[src/core/irpbm_pkg.sv]
/*
 Package for the pulse-burst modulator: register indices, control bit positions,
 reset values and timing constants. Assumes a single oscillator clock domain.
*/
package irpbm_pkg;
    localparam logic [2:0] ADDR_HIGH_TIME = 3'h0;
    localparam logic [2:0] ADDR_LOW_TIME = 3'h1;
    localparam logic [2:0] ADDR_COUNT_LOW = 3'h2;
    localparam logic [2:0] ADDR_CONTROL = 3'h3;
    localparam logic [2:0] ADDR_COUNT_HIGH = 3'h4;
    localparam int BIT_WDT_RELOAD = 4;
    localparam int BIT_INT_CLEAR = 3;
    localparam int BIT_PWM = 2;
    localparam int BIT_LONG = 1;
    localparam int BIT_CARRIER = 0;
    localparam logic [7:0] CONTROL_RW_MASK = 8'h07;
    localparam logic [7:0] RESET_BYTE = 8'h00;
    localparam logic [9:0] RESET_COUNT = 10'h000;
    // Pulse length is value plus this many oscillator periods
    localparam logic [9:0] TIME_OFFSET = 10'h002;
    localparam logic [1:0] CARRIER_HALF = 2'h2;

    typedef struct packed {
        logic write;
        logic read;
        logic [2:0] addr;
        logic [7:0] wdata;
    } irpbm_req_t;

    typedef enum logic [3:0] {
        ST_IDLE = 4'b0001,
        ST_ON = 4'b0010,
        ST_OFF = 4'b0100,
        ST_LONG = 4'b1000
    } irpbm_state_t;
endpackage : irpbm_pkg

[src/core/irpbm_modulator.sv]
/*
 Pulse-burst modulator for an infrared transmitter, with its derivative register port.
 Assumes the core presents one-cycle write/read strobes on the oscillator clock.
*/
// Notes on behaviour
// - On-time register at 00H; output active for value plus two periods.
// - Off-time register at 01H; output inactive for value plus two periods.
// - Writing 1 to control bit 4 pulses watchdog clear; nothing stored.
// - Writing 1 to control bit 3 clears the burst-done interrupt.
// - Control bit 2 set with bit 1 clear gives an endless on/off train, count ignored.
// - Control bit 1 set gives one pulse of on-time times count.
// - Long pulse with carrier set is chopped at quarter oscillator rate.
// - Control bit 0 set chops each active part at quarter rate.
// - After reset the output pin sits high, its inactive level.
// - Pulses are counted and the burst ends after the programmed number.
// - Loading the counter starts a burst: on, decrement, off, repeat.
// - Count reaching zero sets the interrupt; reloading the count clears it.
// - Control register sits at address 03H.
`timescale 1ns/1ns
module irpbm_modulator #(
    parameter int TIME_W = 8,
    parameter int COUNT_W = 10
) (
    input wire logic ref_clk_i,
    input wire logic reset_i,
    input wire irpbm_pkg::irpbm_req_t req_i,
    output logic [7:0] rdata_o,
    output logic pulse_out_n_o,
    output logic burst_irq_o,
    output logic watchdog_reload_strobe_o
);
    ////////////////////////////////////////////////////////////////////////////
    logic [TIME_W-1:0] pulse_high_time;
    logic [TIME_W-1:0] pulse_low_time;
    logic [2:0] modulator_control;
    logic [COUNT_W-1:0] pulse_count;
    logic [COUNT_W-1:0] timer;
    logic [1:0] carrier_phase;
    logic load_count;
    logic burst_done;
    logic active;
    irpbm_pkg::irpbm_state_t state;

    wire logic wr_ctl = req_i.write && req_i.addr == irpbm_pkg::ADDR_CONTROL;
    wire logic pwm_mode = modulator_control[irpbm_pkg::BIT_PWM];
    wire logic long_pulse_enable = modulator_control[irpbm_pkg::BIT_LONG];
    wire logic carrier_enable = modulator_control[irpbm_pkg::BIT_CARRIER];
    wire logic timer_end = timer == '0;
    wire logic [COUNT_W-1:0] high_load = COUNT_W'(pulse_high_time) + irpbm_pkg::TIME_OFFSET - 10'h001;
    wire logic [COUNT_W-1:0] low_load = COUNT_W'(pulse_low_time) + irpbm_pkg::TIME_OFFSET - 10'h001;

    ////////////////////////////////////////////////////////////////////////////
    // on-time store
    always_ff @(posedge ref_clk_i or posedge reset_i) begin
        if (reset_i) begin
            pulse_high_time <= '0;
        end else if (req_i.write && req_i.addr == irpbm_pkg::ADDR_HIGH_TIME) begin
            pulse_high_time <= req_i.wdata[TIME_W-1:0];
        end
    end

    always_ff @(posedge ref_clk_i or posedge reset_i) begin
        if (reset_i) begin
            pulse_low_time <= '0;
        end else if (req_i.write && req_i.addr == irpbm_pkg::ADDR_LOW_TIME) begin
            pulse_low_time <= req_i.wdata[TIME_W-1:0];
        end
    end

    always_ff @(posedge ref_clk_i or posedge reset_i) begin
        if (reset_i) begin
            modulator_control <= '0;
        end else if (wr_ctl) begin
            modulator_control <= req_i.wdata[2:0];
        end
    end

    always_ff @(posedge ref_clk_i or posedge reset_i) begin
        if (reset_i) begin
            watchdog_reload_strobe_o <= 1'b0;
        end else begin
            watchdog_reload_strobe_o <= wr_ctl && req_i.wdata[irpbm_pkg::BIT_WDT_RELOAD];
        end
    end

    // count loading, high byte write starts burst too
    assign load_count = req_i.write && (req_i.addr == irpbm_pkg::ADDR_COUNT_LOW ||
                        req_i.addr == irpbm_pkg::ADDR_COUNT_HIGH);

    ////////////////////////////////////////////////////////////////////////////
    // burst sequencer
    always_ff @(posedge ref_clk_i or posedge reset_i) begin
        if (reset_i) begin
            state <= irpbm_pkg::ST_IDLE;
            timer <= irpbm_pkg::RESET_COUNT;
            pulse_count <= irpbm_pkg::RESET_COUNT;
            burst_done <= 1'b0;
        end else begin
            burst_done <= 1'b0;
            if (load_count) begin
                if (req_i.addr == irpbm_pkg::ADDR_COUNT_LOW) begin
                    pulse_count <= {pulse_count[COUNT_W-1:8], req_i.wdata};
                end else begin
                    pulse_count <= {req_i.wdata[COUNT_W-9:0], pulse_count[7:0]};
                end
                timer <= high_load;
                state <= long_pulse_enable ? irpbm_pkg::ST_LONG : irpbm_pkg::ST_ON;
            end else begin
                case (state)
                    irpbm_pkg::ST_IDLE: begin
                        timer <= timer;
                    end
                    irpbm_pkg::ST_ON: begin
                        if (!timer_end) begin
                            timer <= timer - 10'h001;
                        end else if (pwm_mode) begin
                            timer <= low_load;
                            state <= irpbm_pkg::ST_OFF;
                        end else if (pulse_count <= 10'h001) begin
                            pulse_count <= '0;
                            burst_done <= 1'b1;
                            state <= irpbm_pkg::ST_IDLE;
                        end else begin
                            pulse_count <= pulse_count - 10'h001;
                            timer <= low_load;
                            state <= irpbm_pkg::ST_OFF;
                        end
                    end
                    irpbm_pkg::ST_OFF: begin
                        if (!timer_end) begin
                            timer <= timer - 10'h001;
                        end else begin
                            timer <= high_load;
                            state <= irpbm_pkg::ST_ON;
                        end
                    end
                    irpbm_pkg::ST_LONG: begin
                        if (!timer_end) begin
                            timer <= timer - 10'h001;
                        end else if (pulse_count <= 10'h001) begin
                            pulse_count <= '0;
                            burst_done <= 1'b1;
                            state <= irpbm_pkg::ST_IDLE;
                        end else begin
                            // Next on-time segment, no gap
                            pulse_count <= pulse_count - 10'h001;
                            timer <= high_load;
                        end
                    end
                    default: begin
                        state <= irpbm_pkg::ST_IDLE;
                    end
                endcase
            end
        end
    end

    assign active = state == irpbm_pkg::ST_ON || state == irpbm_pkg::ST_LONG;

    // carrier phase restarts at each active start
    always_ff @(posedge ref_clk_i or posedge reset_i) begin
        if (reset_i) begin
            carrier_phase <= '0;
        end else if (!active || load_count) begin
            carrier_phase <= '0;
        end else if (state == irpbm_pkg::ST_ON && timer_end) begin
            carrier_phase <= '0;
        end else begin
            carrier_phase <= carrier_phase + 2'h1;
        end
    end

    always_ff @(posedge ref_clk_i or posedge reset_i) begin
        if (reset_i) begin
            pulse_out_n_o <= 1'b1;
        end else if (load_count) begin
            pulse_out_n_o <= 1'b0;
        end else if (state == irpbm_pkg::ST_OFF && timer_end) begin
            pulse_out_n_o <= 1'b0;
        end else if (active && !(timer_end && (state == irpbm_pkg::ST_ON ? 1'b1 : pulse_count <= 10'h001))) begin
            pulse_out_n_o <= carrier_enable && (carrier_phase + 2'h1) >= irpbm_pkg::CARRIER_HALF;
        end else begin
            pulse_out_n_o <= 1'b1;
        end
    end

    // interrupt flag; set wins over clear
    always_ff @(posedge ref_clk_i or posedge reset_i) begin
        if (reset_i) begin
            burst_irq_o <= 1'b0;
        end else if (burst_done) begin
            burst_irq_o <= 1'b1;
        end else if (load_count || (wr_ctl && req_i.wdata[irpbm_pkg::BIT_INT_CLEAR])) begin
            burst_irq_o <= 1'b0;
        end
    end

    always_ff @(posedge ref_clk_i or posedge reset_i) begin
        if (reset_i) begin
            rdata_o <= irpbm_pkg::RESET_BYTE;
        end else if (req_i.read) begin
            case (req_i.addr)
                irpbm_pkg::ADDR_HIGH_TIME: rdata_o <= 8'(pulse_high_time);
                irpbm_pkg::ADDR_LOW_TIME: rdata_o <= 8'(pulse_low_time);
                irpbm_pkg::ADDR_COUNT_LOW: rdata_o <= pulse_count[7:0];
                irpbm_pkg::ADDR_CONTROL: rdata_o <= {5'h00, modulator_control};
                irpbm_pkg::ADDR_COUNT_HIGH: rdata_o <= {6'h00, pulse_count[9:8]};
                default: rdata_o <= irpbm_pkg::RESET_BYTE;
            endcase
        end
    end

    ////////////////////////////////////////////////////////////////////////////
    a_reset_output: assert property (@(posedge ref_clk_i) reset_i |=> pulse_out_n_o)
        else $error("output not inactive after reset");
    a_start_active: assert property (@(posedge ref_clk_i) disable iff (reset_i)
        load_count |=> !pulse_out_n_o)
        else $error("burst did not start active");
    a_wdt_strobe: assert property (@(posedge ref_clk_i) disable iff (reset_i)
        (wr_ctl && req_i.wdata[irpbm_pkg::BIT_WDT_RELOAD]) |=> watchdog_reload_strobe_o ##1 !watchdog_reload_strobe_o)
        else $error("watchdog strobe not one cycle");
    a_irq_set: assert property (@(posedge ref_clk_i) disable iff (reset_i)
        burst_done |=> burst_irq_o)
        else $error("interrupt not set at burst end");
    a_irq_clear: assert property (@(posedge ref_clk_i) disable iff (reset_i)
        (wr_ctl && req_i.wdata[irpbm_pkg::BIT_INT_CLEAR] && !burst_done) |=> !burst_irq_o)
        else $error("interrupt clear ignored");
    a_ctl_read: assert property (@(posedge ref_clk_i) disable iff (reset_i)
        (req_i.read && req_i.addr == irpbm_pkg::ADDR_CONTROL) |=> rdata_o[7:3] == 5'h00)
        else $error("control upper bits not zero");
    a_pwm_no_done: assert property (@(posedge ref_clk_i) disable iff (reset_i)
        (pwm_mode && !long_pulse_enable) |-> !burst_done)
        else $error("pwm burst ended");
    a_on_length_min: assert property (@(posedge ref_clk_i) disable iff (reset_i)
        (load_count && !carrier_enable && !long_pulse_enable && !req_i.read)
        |=> !pulse_out_n_o [*2])
        else $error("on-time shorter than two periods");
    a_long_no_gap: assert property (@(posedge ref_clk_i) disable iff (reset_i)
        (state == irpbm_pkg::ST_LONG && !carrier_enable && !timer_end && !load_count) |=> !pulse_out_n_o)
        else $error("long pulse gapped");
endmodule : irpbm_modulator

[config.mk]
export PLATFORM = sky130hd
export DESIGN_NAME = irpbm_modulator
export DESIGN_NICKNAME = d
export VERILOG_FILES = /design/src/core/irpbm_pkg.sv /design/src/core/irpbm_modulator.sv
export SDC_FILE = /design/constraint.sdc
export NUM_CORES = 1
export LEC_CHECK = 0
export ABC_AREA = 1
export CORE_ASPECT_RATIO = 1.2
export CORE_MARGIN = 1.5
export CORE_UTILIZATION = 50
export CTS_CLUSTER_SIZE = 20
export DETAILED_ROUTE_END_ITERATION = 10
export DONT_BUFFER_PORTS = 1
export GPL_TIMING_DRIVEN = 0
export MAX_ROUTING_LAYER = met4
export PLACE_DENSITY = 0.64
export SYNTH_ARGS = -nofsm -noshare
export SYNTH_HDL_FRONTEND = slang
export SYNTH_SLANG_ARGS = --single-unit
[constraint.sdc]
create_clock -name ref_clk_i -period 3 [get_ports ref_clk_i]
set_input_delay 0.3 -clock ref_clk_i [delete_from_list [all_inputs] [get_ports ref_clk_i]]
set_output_delay 0.3 -clock ref_clk_i [all_outputs]
set_load 0.02 [all_outputs]
==> flow_summary.ini <==
[run_status]
status = finished, final reports clean

[grt]
track_usage = 0.279
grt.overflow.total = 0
grt_pass1_wl_um = 16400
grt_pass1_vias = 3438
grt_max_degree = 40
antenna_found_initial = 0

[clock_network]
cts_max_path_buffers = 2
clock-sinks = 57
clockRootBuffer = clkbuf_8
cts_tree = done
insertion_delay_ns = 0.35
cts_resized = 0
clkSlewWorstSetupHoldPaths_ns = 0.07
htree_levels = 3
cts_made_buffers = 9

[timing]
finalHoldViolations = 0
setup_viol = 0
drv_slew = 0
finalCritPeriodShare = 0.690
skew_ns = 0.00678
fmax_mhz = 483
slew-limit-headroom = 0.694
fin_tns_setup_ns = 0
worst_pin_slew_ns = 0.456
setup_ws_ns = 0.930
whs_ns = 0.104
fin_crit_ns = 2.07
rsz0062_at_grt = false

[worst_setup_path]
critical_path_required_ns = 3.28
critPathMostFrequentCell = inv_1
critPathTopFamily = simple AND/OR/NAND/NOR gates
worst-path-buf-inv = 3
crit_arrival_ns = 2.35
end_kind = register
max_stage_delay_ns = 0.40
cp_slowest_cell = dfrtp_1
startpoint = timer[0]$_DFFE_PP0P_
timing.rr.end = pulse_count[4]$_DFFE_PP0P_
crit_path_max_fanout = 10
r2r_start = timer[0]$_DFFE_PP0P_
path_cells = inv_1 > ha_1 > inv_1 > nor3_1 > nand3_1 > nand2_2 > nor2_2 > nor2_4 > buf_6 > nand2_1 > o21ai_2
setup.worst_path.start_class = register
rrSetupSlack_ns = 0.93
r2r_cells = 11
worstSetupPathType = register to register

[cells_and_area]
area_delta_synth_final_pct = 10.0
n_antenna_cell = 0
drive_gt1_frac = 0.107
nFillCells = 735
mostFrequentLayoutCell = nand2_1
fin_nets = 568
final_cell_mix = 172 x nand2_1, 61 x inv_1, 55 x dfrtp_1

[yosys]
netlist_area_um2 = 3710
synthCells = 534
synth_edf_count = 0
synth.distinct_cells = 34
synth_area_per_cell_um2 = 6.95
ys_ff_latch = 57
synth_top_flop_cell = dfrtp_1
syn_nets = 555
yosys_warnings = 0
async_flop_share = 1.00
seq_area_frac_synth = 0.385

[flow_run]
drv_cap = 0

[routing]
routed_wl_um = 9870
dr.pass1.iters = 5
vias = 3455
viasPerCell = 5.38
ant_nets = 0
drc_errors = 0
wl_per_cell_um = 15.4
first_iter_violations = 186

[die]
floorplan.initialDensity = 0.513
dieArea_um2 = 7960
core-area_um2 = 7230
die_h_um = 97.4
rows = 34
io_pins = 26
die_w_um = 81.7

[placement]
dp_slack_ns = 0.967
io_buffers = 0
place_hpwl_um = 7590
gp_congestion = 0.933

[hold_path]
min_to = rdata_o[4]$_DFFE_PP0P_
hp-start = req_i[11]
hold_class = primary input to register
hold_path_depth = 1

[pwr]
power_density_nw_per_um2 = 780
peakVddDrop_mv = 0.470
power.leakage_uw = 0.00199
-- cells in the mapped netlist, drive strengths merged (3+ instances only) --
master	instances	area share
nand2	178	0.18
inv	67	0.068
nor2	60	0.073
dfrtp	55	0.37
nand3	51	0.075
o21ai	49	0.069
nand4	13	0.022
xor2	11	0.026
o22ai	8	0.013
buf	7	0.012
ha	6	0.020
a21oi	5	0.0067
o221ai	5	0.012
clkbuf	3	0.0030
mux2	3	0.0091
xnor2	3	0.0071
-- layer usage --
metal  track usage  vias to the layer above  routed length (µm)
li1              -                     1747                   -
met1         0.345                     1586                4350
met2         0.427                       97                4650
met3        0.0507                       25                 456
met4         0.153                        0                 403
met5             -                        -                   0
-- state kept, by name, indices dropped and copies added (netlist names), 2 cells and up --
signal and cells:
timer 10, carrier_phase 2, pulse_count 10, rdata_o 8, pulse_high_time 8, pulse_low_time 8, state 4, modulator_control 3
-- power breakdown --
group / internal, µW / switching, µW
clock: 491 / 345
sequential: 962 / 253
combinational: 429 / 709
total: 1880 / 1310
-- cell families after synthesis --
kind of cell | after synthesis | share of synthesized area
buffers and inverters | 77 | 0.0832
adder cells (fa/ha/maj) | 6 | 0.0202
flip-flops | 57 | 0.385
multiplexers | 3 | 0.00910
XOR/XNOR | 14 | 0.0330
AND/OR/NAND/NOR | 307 | 0.362
AO/OA/AOI/OAI | 70 | 0.108
-- worst max-delay path by stage --
stage / cells after the start / slack [ns] / to
CTS: 11 / 0.95 / pulse_count[4]$_DFFE_PP0P_
global route: 11 / 0.81 / pulse_count[6]$_DFFE_PP0P_
finish: 11 / 0.93 / pulse_count[4]$_DFFE_PP0P_
floorplan: 1 / 1.30 / burst_done$_DFF_PP0_
global placement: 1 / 0.65 / rdata_o[6]$_DFFE_PP0P_
detailed placement: 11 / 0.97 / pulse_count[4]$_DFFE_PP0P_
-- metrics by stage --
step,util,power [µW],area [µm²],cells
after detailed placement,0.532,2350,3850,625
after global routing,0.565,3430,4090,642
final,0.565,3190,4090,642
after floorplan,-,2060,3710,534
after CTS,0.565,3190,4090,642
after global placement,0.529,2320,3830,624
-- final cells by class --
cell class | instances | area [µm²] | area share
multi-input combinational | 400 | 1980 | 0.484
sequential | 57 | 1430 | 0.350
inverter | 67 | 251 | 0.0616
clock buffer | 10 | 138 | 0.0337
tap | 90 | 113 | 0.0276
clock inverter | 6 | 91.3 | 0.0224
buffer | 10 | 57.6 | 0.0141
timing repair buffer | 2 | 30.0 | 0.00735
-- timing repair --
item / 4_1_cts / 5_1_grt
buffers inserted: 0 / 0
hold buffers: 1 / 0
hold endpoints to repair: 17 / 0
(Power assumes the default switching activity.)
